==> config.mk <==
export PLATFORM = sky130hd
export DESIGN_NAME = key_detect_regs
export DESIGN_NICKNAME = d
export VERILOG_FILES = /design/src/shared/keydet_pkg.sv /design/src/hw/key_detect_regs.sv /design/src/hw/key_debounce.sv /design/src/hw/conv_sequencer.sv
export SDC_FILE = /design/constraint.sdc
export NUM_CORES = 1
export LEC_CHECK = 0
export BUFFER_PORTS_ARGS = -buffer_cell sky130_fd_sc_hd__buf_2
export CAP_MARGIN = 5
export CELL_PAD_IN_SITES_DETAIL_PLACEMENT = 0
export CELL_PAD_IN_SITES_GLOBAL_PLACEMENT = 2
export CORE_ASPECT_RATIO = 0.9
export CORE_MARGIN = 8
export CORE_UTILIZATION = 40
export CTS_CLUSTER_DIAMETER = 30
export CTS_CLUSTER_SIZE = 30
export DETAILED_ROUTE_END_ITERATION = 8
export PLACE_DENSITY_LB_ADDON = 0.05
export SKIP_CTS_REPAIR_TIMING = 1
export SYNTH_ARGS = -nofsm -noshare
export SYNTH_HDL_FRONTEND = slang
export SYNTH_HIERARCHICAL = 1
export SYNTH_SLANG_ARGS = --single-unit
==> constraint.sdc <==
create_clock -name clk -period 6.6 [get_ports clk]
set_input_delay 0.33 -clock clk [delete_from_list [all_inputs] [get_ports clk]]
set_output_delay 0.33 -clock clk [all_outputs]
set_load 0.01 [all_outputs]
==> src/shared/keydet_pkg.sv <==
/*
 * constants, field layouts and carrier types of the key detection and
 * switch override register bank.
 * assumes a 10 mhz core clock and an 8-bit internal register port that
 * the serial control interface drives.
 */
// Operation
// - key detect enable turns detection on; accessory removal clears it.
// - with override on, detection runs only when routing matrix position allowed.
// - raw sample enable clears itself whenever key detect enable goes zero.
// - entering raw sample mode leaves key event interrupt flags untouched.
// - raw mode reports every press and release and every conversion result.
// - conversion request starts only with key detect and raw sample enabled.
// - finished conversion sets done flag and loads the conversion output.
// - conversion request bit clears itself when its conversion finishes.
// - new request accepted even while previous done flag stays pending.
// - three-bit mic bias code, reset 1h, sets press threshold 2.1-2.8 v.
// - one-bit release debounce, reset 1h; both codes mean 2 ms.
// - two-bit press debounce, reset 2h: 2, 40, 80, 120 ms.
// - debounce times are typical; up to thirty percent plus 1 ms spread.
// - switch control bits matter only while switch override is on.
// - bit 5..0: sleeve gnd, ring2 gnd, sleeve dep, ring2 dep, sw2, sw1.
// - override bit set: switches follow switch control register at once.
package keydet_pkg;

    // ************************************************************
    // register map
    // ************************************************************
    localparam logic [7:0] KEY_DETECT_CONFIG_ADDR = 8'h05;
    localparam logic [7:0] KEY_DETECT_TIMING_ADDR = 8'h06;
    localparam logic [7:0] SWITCH_OVERRIDE_ADDR = 8'h07;

    localparam int KEN_BIT = 2;
    localparam int RAW_BIT = 1;
    localparam int TRIG_BIT = 0;
    localparam int BIAS_LSB = 3;
    localparam int BIAS_W = 3;
    localparam int REL_BIT = 2;
    localparam int PRESS_LSB = 0;
    localparam int PRESS_W = 2;
    localparam int SW_W = 6;
    localparam int CONV_W = 7;

    localparam logic [2:0] BIAS_RST = 3'h1;
    localparam logic REL_RST = 1'h1;
    localparam logic [1:0] PRESS_RST = 2'h2;
    localparam logic [7:0] RD_ZERO = 8'h00;
    localparam logic [CONV_W-1:0] CONV_RST = 7'h00;

    // ************************************************************
    // timing
    // ************************************************************
    localparam int unsigned CLK_KHZ_DEF = 10000;
    localparam int unsigned DB_2MS_MS = 2;
    localparam int unsigned DB_40MS_MS = 40;
    localparam int unsigned DB_80MS_MS = 80;
    localparam int unsigned DB_120MS_MS = 120;
    localparam int DB_W = 21;

    localparam logic [1:0] PRESS_CODE_2MS = 2'h0;
    localparam logic [1:0] PRESS_CODE_40MS = 2'h1;
    localparam logic [1:0] PRESS_CODE_80MS = 2'h2;

    // ************************************************************
    // carriers
    // ************************************************************
    typedef struct packed {
        logic sleeve_ground_fet;
        logic second_ring_ground_fet;
        logic sleeve_depletion_fet;
        logic second_ring_depletion_fet;
        logic switch_two;
        logic switch_one;
    } switch_set_t;

    // depletion fets on while nothing has been decided yet
    localparam switch_set_t SW_OUT_RST = 6'h0c;
    localparam switch_set_t SW_REG_RST = 6'h00;

    typedef struct packed {
        logic key_event_press;
        logic key_event_release;
        logic raw_press;
        logic raw_release;
        logic conv_done_set;
    } key_events_t;

    typedef enum logic [1:0] {
        CONV_IDLE = 2'b00,
        CONV_WAIT = 2'b01
    } conv_state_t;

    typedef struct packed {
        logic ken;
        logic raw;
        logic trig;
        logic man_issued;
        logic [BIAS_W-1:0] bias;
        logic rel_db;
        logic [PRESS_W-1:0] press_db;
        switch_set_t sw_reg;
        switch_set_t sw_out;
        logic [1:0] key_sync;
        logic [7:0] rd_data;
        logic active;
        key_events_t evt;
        logic [CONV_W-1:0] conv_out;
    } regs_state_t;

endpackage

==> src/hw/key_detect_regs.sv <==
/*
 * key detection configuration, debounce timing and manual switch
 * override registers, with the key event and conversion control they steer.
 * assumes the serial control interface presents an 8-bit register port on
 * clk, that the device settings register supplies the override level, and
 * that insertion logic supplies removal pulses and automatic switch states.
 */
`timescale 1ns/1ps
module key_detect_regs
    import keydet_pkg::*;
#(
    parameter int unsigned CLK_KHZ = CLK_KHZ_DEF,
    parameter int unsigned DB_2MS_CYC = DB_2MS_MS * CLK_KHZ,
    parameter int unsigned DB_40MS_CYC = DB_40MS_MS * CLK_KHZ,
    parameter int unsigned DB_80MS_CYC = DB_80MS_MS * CLK_KHZ,
    parameter int unsigned DB_120MS_CYC = DB_120MS_MS * CLK_KHZ
) (
    // clock and reset
    input wire logic clk,
    input wire logic rstn,
    // register port from the serial control interface
    input wire logic [7:0] reg_addr,
    input wire logic reg_wr_en,
    input wire logic [7:0] reg_wr_data,
    input wire logic reg_rd_en,
    output logic [7:0] reg_rd_data,
    // device context
    input wire logic switch_override,
    input wire logic removal_event,
    input wire logic key_routing_ok,
    input wire switch_set_t auto_switch,
    // key comparator pin, asynchronous
    input wire logic key_level_pin,
    // adc
    output logic adc_start,
    input wire logic adc_done,
    input wire logic [CONV_W-1:0] adc_result,
    // to the analog front end and interrupt logic
    output logic [BIAS_W-1:0] mic_bias_level,
    output switch_set_t switch_state,
    output logic key_detect_on,
    output key_events_t key_event,
    output logic [CONV_W-1:0] conv_output
);

    // ************************************************************
    // helpers
    // ************************************************************
    function automatic logic [DB_W-1:0] press_cycles(
        input logic [PRESS_W-1:0] code
    );
        logic [DB_W-1:0] c;
        c = DB_W'(DB_120MS_CYC);
        if (code == PRESS_CODE_2MS) begin
            c = DB_W'(DB_2MS_CYC);
        end else if (code == PRESS_CODE_40MS) begin
            c = DB_W'(DB_40MS_CYC);
        end else if (code == PRESS_CODE_80MS) begin
            c = DB_W'(DB_80MS_CYC);
        end
        return c;
    endfunction

    // both release codes select the same nominal time
    function automatic logic [DB_W-1:0] release_cycles(input logic code);
        logic [DB_W-1:0] c;
        c = DB_W'(DB_2MS_CYC);
        if (code == REL_RST) begin
            c = DB_W'(DB_2MS_CYC);
        end
        return c;
    endfunction

    function automatic logic hit(
        input logic [7:0] a,
        input logic [7:0] target
    );
        return a == target;
    endfunction

    // ************************************************************
    // state and submodule wiring
    // ************************************************************
    regs_state_t st_ff;
    regs_state_t nxt_st;

    logic db_rise;
    logic db_fall;
    logic conv_start;
    logic conv_busy;
    logic conv_done;
    logic [CONV_W-1:0] conv_result;
    logic [DB_W-1:0] press_lim;
    logic [DB_W-1:0] release_lim;

    // nominal counts only; the documented spread is the analog side's
    assign press_lim = press_cycles(st_ff.press_db);
    assign release_lim = release_cycles(st_ff.rel_db);

    key_debounce #(
        .W(DB_W)
    ) u_debounce (
        .clk(clk),
        .rstn(rstn),
        .enable(st_ff.active),
        .press_limit(press_lim),
        .release_limit(release_lim),
        .level_in(st_ff.key_sync[1]),
        .level_out(),
        .rise(db_rise),
        .fall(db_fall)
    );

    conv_sequencer u_conv (
        .clk(clk),
        .rstn(rstn),
        .start(conv_start),
        .busy(conv_busy),
        .done(conv_done),
        .result(conv_result),
        .adc_start(adc_start),
        .adc_done(adc_done),
        .adc_result(adc_result)
    );

    // a pending manual request outranks a press-started conversion
    // a press while busy gets no conversion of its own
    always_comb begin
        conv_start = 1'b0;
        if (!conv_busy) begin
            if (st_ff.trig && !st_ff.man_issued) begin
                conv_start = 1'b1;
            end else if (st_ff.raw && db_rise) begin
                conv_start = 1'b1;
            end
        end
    end

    // ************************************************************
    // next state
    // ************************************************************
    always_comb begin
        logic wr_cfg;
        logic wr_tim;
        logic wr_sw;
        wr_cfg = reg_wr_en && hit(reg_addr, KEY_DETECT_CONFIG_ADDR);
        wr_tim = reg_wr_en && hit(reg_addr, KEY_DETECT_TIMING_ADDR);
        wr_sw = reg_wr_en && hit(reg_addr, SWITCH_OVERRIDE_ADDR);

        nxt_st = st_ff;
        // pulses, low unless set below
        nxt_st.evt = '0;

        // only the second stage is read by logic
        nxt_st.key_sync = {st_ff.key_sync[0], key_level_pin};

        // ****************
        // register writes
        // ****************
        // configuration writes; reserved bits dropped
        if (wr_cfg) begin
            nxt_st.ken = reg_wr_data[KEN_BIT];
            nxt_st.raw = reg_wr_data[RAW_BIT];
        end

        // removal beats a same-cycle write of the enable
        if (removal_event) begin
            nxt_st.ken = 1'b0;
        end
        if (!nxt_st.ken) begin
            nxt_st.raw = 1'b0;
        end

        // ****************
        // conversion control
        // ****************
        // completion first: a same-cycle request survives
        if (conv_done) begin
            nxt_st.conv_out = conv_result;
            nxt_st.evt.conv_done_set = 1'b1;
            if (st_ff.man_issued) begin
                nxt_st.trig = 1'b0;
                nxt_st.man_issued = 1'b0;
            end
        end

        // request taken only with both modes on, whatever flags pend
        if (wr_cfg && reg_wr_data[TRIG_BIT]
            && nxt_st.ken && nxt_st.raw) begin
            nxt_st.trig = 1'b1;
        end

        // issued mark holds until the adc answers
        if (conv_start && st_ff.trig && !st_ff.man_issued) begin
            nxt_st.man_issued = 1'b1;
        end

        // a request not yet issued dies with its enables
        if (st_ff.trig && !st_ff.man_issued && !(nxt_st.ken && nxt_st.raw)
            && !conv_start) begin
            nxt_st.trig = 1'b0;
        end

        // codes act from the next edge
        if (wr_tim) begin
            nxt_st.bias = reg_wr_data[BIAS_LSB +: BIAS_W];
            nxt_st.rel_db = reg_wr_data[REL_BIT];
            nxt_st.press_db = reg_wr_data[PRESS_LSB +: PRESS_W];
        end

        // kept while override is off
        if (wr_sw) begin
            nxt_st.sw_reg = reg_wr_data[SW_W-1:0];
        end

        // ****************
        // key path and switches
        // ****************
        // detection gate
        nxt_st.active = nxt_st.ken
            && (!switch_override || key_routing_ok);

        // events; raw mode never clears existing key flags
        if (db_rise) begin
            if (st_ff.raw) begin
                nxt_st.evt.raw_press = 1'b1;
            end else begin
                nxt_st.evt.key_event_press = 1'b1;
            end
        end

        if (db_fall) begin
            if (st_ff.raw) begin
                nxt_st.evt.raw_release = 1'b1;
            end else begin
                nxt_st.evt.key_event_release = 1'b1;
            end
        end

        // override follows the written bits straight away
        if (switch_override) begin
            nxt_st.sw_out = nxt_st.sw_reg;
        end else begin
            nxt_st.sw_out = auto_switch;
        end

        // ****************
        // read back
        // ****************
        // read data, unmapped and reserved give zero
        // held so a slow serial side can shift it out
        nxt_st.rd_data = st_ff.rd_data;
        if (reg_rd_en) begin
            nxt_st.rd_data = RD_ZERO;
            if (hit(reg_addr, KEY_DETECT_CONFIG_ADDR)) begin
                nxt_st.rd_data[KEN_BIT] = st_ff.ken;
                nxt_st.rd_data[RAW_BIT] = st_ff.raw;
                nxt_st.rd_data[TRIG_BIT] = st_ff.trig;
            end else if (hit(reg_addr, KEY_DETECT_TIMING_ADDR)) begin
                nxt_st.rd_data[BIAS_LSB +: BIAS_W] = st_ff.bias;
                nxt_st.rd_data[REL_BIT] = st_ff.rel_db;
                nxt_st.rd_data[PRESS_LSB +: PRESS_W] = st_ff.press_db;
            end else if (hit(reg_addr, SWITCH_OVERRIDE_ADDR)) begin
                nxt_st.rd_data[SW_W-1:0] = st_ff.sw_reg;
            end
        end
    end

    // ************************************************************
    // state register
    // ************************************************************
    always_ff @(posedge clk or negedge rstn) begin
        if (!rstn) begin
            st_ff.ken <= 1'b0;
            st_ff.raw <= 1'b0;
            st_ff.trig <= 1'b0;
            st_ff.man_issued <= 1'b0;
            st_ff.bias <= BIAS_RST;
            st_ff.rel_db <= REL_RST;
            st_ff.press_db <= PRESS_RST;
            st_ff.sw_reg <= SW_REG_RST;
            st_ff.sw_out <= SW_OUT_RST;
            st_ff.key_sync <= 2'h0;
            st_ff.rd_data <= RD_ZERO;
            st_ff.active <= 1'b0;
            st_ff.evt <= '0;
            st_ff.conv_out <= CONV_RST;
        end else begin
            st_ff <= nxt_st;
        end
    end

    // ************************************************************
    // outputs
    // ************************************************************
    assign reg_rd_data = st_ff.rd_data;
    assign mic_bias_level = st_ff.bias;
    assign switch_state = st_ff.sw_out;
    assign key_detect_on = st_ff.active;
    assign key_event = st_ff.evt;
    assign conv_output = st_ff.conv_out;
endmodule

==> src/hw/key_debounce.sv <==
/*
 * debounce timer for the synchronised key comparator level.
 * assumes its input is already on clk; limits are cycle counts, at least 1.
 */
`timescale 1ns/1ps
module key_debounce
    import keydet_pkg::*;
#(
    parameter int W = DB_W
) (
    // clock and reset
    input wire logic clk,
    input wire logic rstn,
    // control
    input wire logic enable,
    input wire logic [W-1:0] press_limit,
    input wire logic [W-1:0] release_limit,
    // level in, events out
    input wire logic level_in,
    output logic level_out,
    output logic rise,
    output logic fall
);
    typedef struct packed {
        logic level;
        logic [W-1:0] cnt;
        logic rise;
        logic fall;
    } db_state_t;

    db_state_t st_ff;
    db_state_t nxt_st;

    always_comb begin
        nxt_st = st_ff;
        nxt_st.rise = 1'b0;
        nxt_st.fall = 1'b0;
        if (!enable) begin
            // disabling forgets a held key so no stale release appears
            nxt_st.level = 1'b0;
            nxt_st.cnt = '0;
        end else if (level_in == st_ff.level) begin
            nxt_st.cnt = '0;
        end else if (st_ff.cnt + W'(1) >= (level_in ? press_limit
                                                     : release_limit)) begin
            nxt_st.level = level_in;
            nxt_st.cnt = '0;
            nxt_st.rise = level_in;
            nxt_st.fall = ~level_in;
        end else begin
            nxt_st.cnt = st_ff.cnt + W'(1);
        end
    end

    always_ff @(posedge clk or negedge rstn) begin
        if (!rstn) begin
            st_ff <= '0;
        end else begin
            st_ff <= nxt_st;
        end
    end

    assign level_out = st_ff.level;
    assign rise = st_ff.rise;
    assign fall = st_ff.fall;
endmodule

==> src/hw/conv_sequencer.sv <==
/*
 * one-at-a-time conversion sequencer in front of the key adc.
 * assumes adc_done is a one-cycle pulse on clk with adc_result valid.
 */
`timescale 1ns/1ps
module conv_sequencer
    import keydet_pkg::*;
(
    // clock and reset
    input wire logic clk,
    input wire logic rstn,
    // request side
    input wire logic start,
    output logic busy,
    output logic done,
    output logic [CONV_W-1:0] result,
    // adc side
    output logic adc_start,
    input wire logic adc_done,
    input wire logic [CONV_W-1:0] adc_result
);
    typedef struct packed {
        conv_state_t state;
        logic adc_start;
        logic done;
        logic [CONV_W-1:0] result;
    } seq_state_t;

    seq_state_t st_ff;
    seq_state_t nxt_st;

    always_comb begin
        nxt_st = st_ff;
        nxt_st.adc_start = 1'b0;
        nxt_st.done = 1'b0;
        unique case (st_ff.state)
            CONV_IDLE: begin
                if (start) begin
                    nxt_st.adc_start = 1'b1;
                    nxt_st.state = CONV_WAIT;
                end
            end
            CONV_WAIT: begin
                if (adc_done) begin
                    nxt_st.done = 1'b1;
                    nxt_st.result = adc_result;
                    nxt_st.state = CONV_IDLE;
                end
            end
            default: nxt_st.state = CONV_IDLE;
        endcase
    end

    always_ff @(posedge clk or negedge rstn) begin
        if (!rstn) begin
            st_ff <= '{CONV_IDLE, 1'b0, 1'b0, CONV_RST};
        end else begin
            st_ff <= nxt_st;
        end
    end

    assign busy = (st_ff.state != CONV_IDLE);
    assign done = st_ff.done;
    assign result = st_ff.result;
    assign adc_start = st_ff.adc_start;
endmodule

* Word-level counts from Yosys, hierarchy flattened
Index checks and enable logic that the tools add are counted.
** Operators by class
- Add/subtract/negate cells :: 1
- Order comparisons :: 1
- Equal/unequal tests :: 11
- Muxes and demuxes :: 42
- Bitwise operators :: 1
- Reductions and logical operators :: 29
** Operators with widths (count)
- $mux W21 :: 6
- $eq A8 B3 Y1 const B :: 3
- $mux W6 :: 4
- $mux W8 :: 3
- $mux W22 :: 1
- $add A21 B1 Y21 const B :: 1
- $ge A21 B21 Y1 :: 1
- $mux W1 :: 17
- $logic_and A1 B1 Y1 :: 14
- $mux W2 :: 7
- $mux W3 :: 3
- $reduce_and A2 Y1 :: 4
- $ne A2 B2 Y1 const B :: 3
- $reduce_bool A3 Y1 :: 2
- $eq A2 B1 Y1 const B :: 2
- $logic_not A1 Y1 :: 4
- $logic_not A2 Y1 :: 2
- $pmux W2 S2 :: 1
- $reduce_bool A2 Y1 :: 2
- $eq A2 B2 Y1 const B :: 1
- $ne A2 B1 Y1 const B :: 1
- $eq A1 B1 Y1 :: 1
- $logic_or A1 B1 Y1 :: 1
- $not A1 Y1 :: 1
** Storage, ports and cells
- Register bits :: 78

* Longest topological paths before layout
- Depth in word-level cells :: 11
- Depth in mapped cells :: 13
- Gate-level depth less buffers :: 11

* Modules after synthesis
The synthesis kept the hierarchy.
** By module, submodules not included
- key_detect_regs :: times used 1, cells each 196, area each 2157.1 sq um
- key_debounce :: times used 1, cells each 177, area each 1863.0 sq um
- conv_sequencer :: times used 1, cells each 21, area each 386.6 sq um

* Worst setup path before layout
OpenSTA, ideal clock, no wires.
- Kind :: flip-flop to flip-flop
- Start :: register st_ff[22] (netlist bit)
- End :: register u_debounce/st_ff[15] (netlist bit)
- Library setup time :: 69 ps
- Data arrival time :: 2599 ps
- Setup slack :: 3932 ps
- Cell stages (with the launch flop) :: 12
- Buffers on the path :: 3
- Clock period less this slack :: 2668 ps
- Cells stage by stage :: dfrtp_1 > clkbuf_1 > buf_1 > mux2i_1 > ha_1 > a21o_1 > nand3_1 > a21oi_1 > a2111oi_2 > nand4_2 > buf_6 > nor2b_2
** RTL lines
- start, declared :: line key_detect_regs.sv:84 : regs_state_t st_ff;
- start signal, assigned :: line key_detect_regs.sv:289 : st_ff <= nxt_st;
- end signal, assigned :: line key_debounce.sv:59 : st_ff <= nxt_st;
- end, declared :: line key_debounce.sv:31 : db_state_t st_ff;

==> results.toml <==
[status]
outcome = "complete, no violations"

[floorplan]
start_util = 0.409
die_area_um2 = 14600
io_pins = 69
core_area_um2 = 10800
die_x_um = 127
dieHeight_um = 116
num_rows = 36

[min_path]
hold_class = "in2reg"

[place]
port_buffers = 64
routabilityCongestion = 0.738
placed_cell_area_um2 = 4720
place_ws_ns = 2.84
dp_hpwl_um = 6480

[logic_synthesis]
netlist-cell-type-count = 49
synth_xor_xnor_area_share = 0.0398
synth_top_area_cell = "dfrtp_1"
synth_top_flop_cell = "dfrtp_1"
synthAdderAreaFrac = 0.0767
synthMuxAreaShare = 0.139
yosys.area.top_type_share = 0.409
ys_seq_area_frac = 0.439
netlist_area_um2 = 4410
ys_ff_latch = 77
syn_inst = 394
synth-simple-area-share = 0.160
ys_warn_count = 6
async_flop_share = 1.00
avgSynthCellArea_um2 = 11.2
synth_compound_area_frac = 0.0585
synth_top_family_by_area = "simple AND/OR/NAND/NOR gates"
synth_edf_count = 0
synth.area.top_cells = "dfrtp_1 (41%), ha_1 (7.7%), mux2_2 (5.9%), mux2i_1 (5.7%), buf_4 (5.3%)"

[sta]
tightest_slew_ns = 1.02
hold_viol = 0
fmax_mhz = 268
maxSlewHeadroom = 0.320
period_needed_ns = 3.73
finalMaxSlewViolations = 0
period_share = 0.564
fin_setup_tns_ns = 0
clock_skew_ns = 0.00566
finalSetupViolations = 0
rsz0062_at_grt = "false"
fin_ws_ns = 2.87

[cts]
cts.clk_slew.worst_paths_ns = 0.06
htree_levels = 3
tritoncts.num_buffers = 9
insertion_delay_ns = 0.33
cts_tree = "done"
clock_path_buffers = 2
root_buffer = "clkbuf_16"
cts_sinks = 77

[setup_path]
critPathLaunchType = "flop"
critPathMaxFanout = 21
cp-end-kind = "flop"
cp.arrival_ns = 3.97
path_buf_inv = 0
cpPeakStageDelay_ns = 0.74
slowest_stage = "nand4_2"
worst_ep_required_time_ns = 6.85
critPathKind = "reg2reg"
rrSetupSlack_ns = 2.87
crit_family = "simple AND/OR/NAND/NOR gates"
cpMostUsedCell = "nand4_1"
path_cells = "and4_1, nand4_1, nor2_1, nand3_1, xnor2_1, ha_1, nand4_1, nor4_1, a2111oi_2, nand4_2, nor2b_2"

[power]
leakage_nw = 2.61
p_per_area_nw_per_um2 = 257
peakVddDrop_mv = 0.173

[final_layout]
area_growth_pct = 15.1
fin_util = 0.471
final_common_cell = "dfrtp_1"
design_area_um2 = 5070
final_cell_mix = "dfrtp_1 (72), buf_2 (63), conb_1 (31), ha_1 (27), mux2i_1 (25)"
final_nets = 522
n_antenna_cell = 0
drive_above_1_share = 0.312

[global_route]
grt_pass1_wl_um = 14600
grt_use_total = 0.127
antenna_found_initial = 0
grt_pass1_vias = 2882
grt_max_degree = 78
overflow = 0

[detailed_routing]
drc_errors = 0
dr.pass1.iters = 4
vias = 2853
routed_wl_um = 8830
via_per_inst = 4.79
drtIter0Drc = 114
postRouteAntennaNets = 0
wire_per_inst_um = 14.8

[flow_run]
cap_violations = 0
## cell usage after synthesis, drive strengths merged, types with 7 or more instances
| cell type | count |
|---|---|
| dfrtp | 72 |
| buf | 37 |
| mux2 | 30 |
| ha | 27 |
| mux2i | 25 |
| nor2b | 23 |
| inv | 21 |
| nand2 | 21 |
| nand3 | 19 |
| xnor2 | 14 |
| nand4 | 11 |
| a21oi | 9 |
| nor2 | 9 |
| o21ai | 8 |
| and3 | 7 |
## worst paths after layout
check / startpoint / end / cells past startpoint
max: u_debounce/st_ff[4] / u_debounce/st_ff[8] / 11
min: key_level_pin / nxt_st[22] / 1
max reg2reg: u_debounce/st_ff[4] / u_debounce/st_ff[8] / 11
min reg2reg: nxt_st[22] / st_ff[22] / 0
max in group asynchronous: rstn / st_ff[43] / 1
min in group asynchronous: rstn / u_debounce/level_out / 1
## area by class of cell
class / count / area, um2
Clock buffer: 10 / 229
Timing Repair Buffer: 66 / 338
Inverter: 21 / 78.8
Clock inverter: 6 / 119
Tap cell: 133 / 166
Sequential cell: 77 / 1930
Fill cell: 1044 / 5690
Multi-Input combinational cell: 282 / 2210
## metrics by stage
stage	hold slack [ns]	total power, mW	instances
floorplan	0.0344	0.703	423
global route	0.102	1.37	595
CTS	0.0935	1.32	595
finish	0.106	1.30	595
global placement	0.334	0.732	579
detailed placement	0.338	0.736	579
## metal layers
layer / track usage / wire (um) / up-vias
met4: 0.0384 / 92 / 0
met5: 0 / 0 / -
met2: 0.180 / 3730 / 54
met1: 0.177 / 4570 / 1344
met3: 0.0419 / 434 / 9
li1: - / - / 1446
## worst reg2reg max path, cell delays in order, from the launching register on
cell and delay, ns:
dfrtp_1 0.42, and4_1 0.36, nand4_1 0.13, nor2_1 0.28
nand3_1 0.14, xnor2_1 0.22, ha_1 0.28, nand4_1 0.16
nor4_1 0.10, a2111oi_2 0.51, nand4_2 0.74, nor2b_2 0.31
## state kept, by name (all words and copies together) (netlist names), 3 cells and up
| signal | flops |
|---|---|
| mic_bias_level | 3 |
| u_debounce/st_ff | 21 |
| st_ff | 14 |
| reg_rd_data | 6 |
| conv_output | 7 |
| key_event | 5 |
| switch_state | 6 |
| u_conv/result | 7 |
## cells by family (layout without fill, tap and decap cells)
logic type,Yosys count,after routing
simple gates,111,111
mux,55,55
other cells,2,31
flops,77,77
xor+xnor,20,20
compound gates,38,38
fa+ha+maj,27,27
buf+inv,64,103
## power by group
part | internal (mW) | switching [mW] | total [mW]
Combinational | 0.0946 | 0.0762 | 0.171
Clock | 0.374 | 0.203 | 0.577
Sequential | 0.526 | 0.0274 | 0.553
Note: power is estimated with default switching activity, not from simulation.
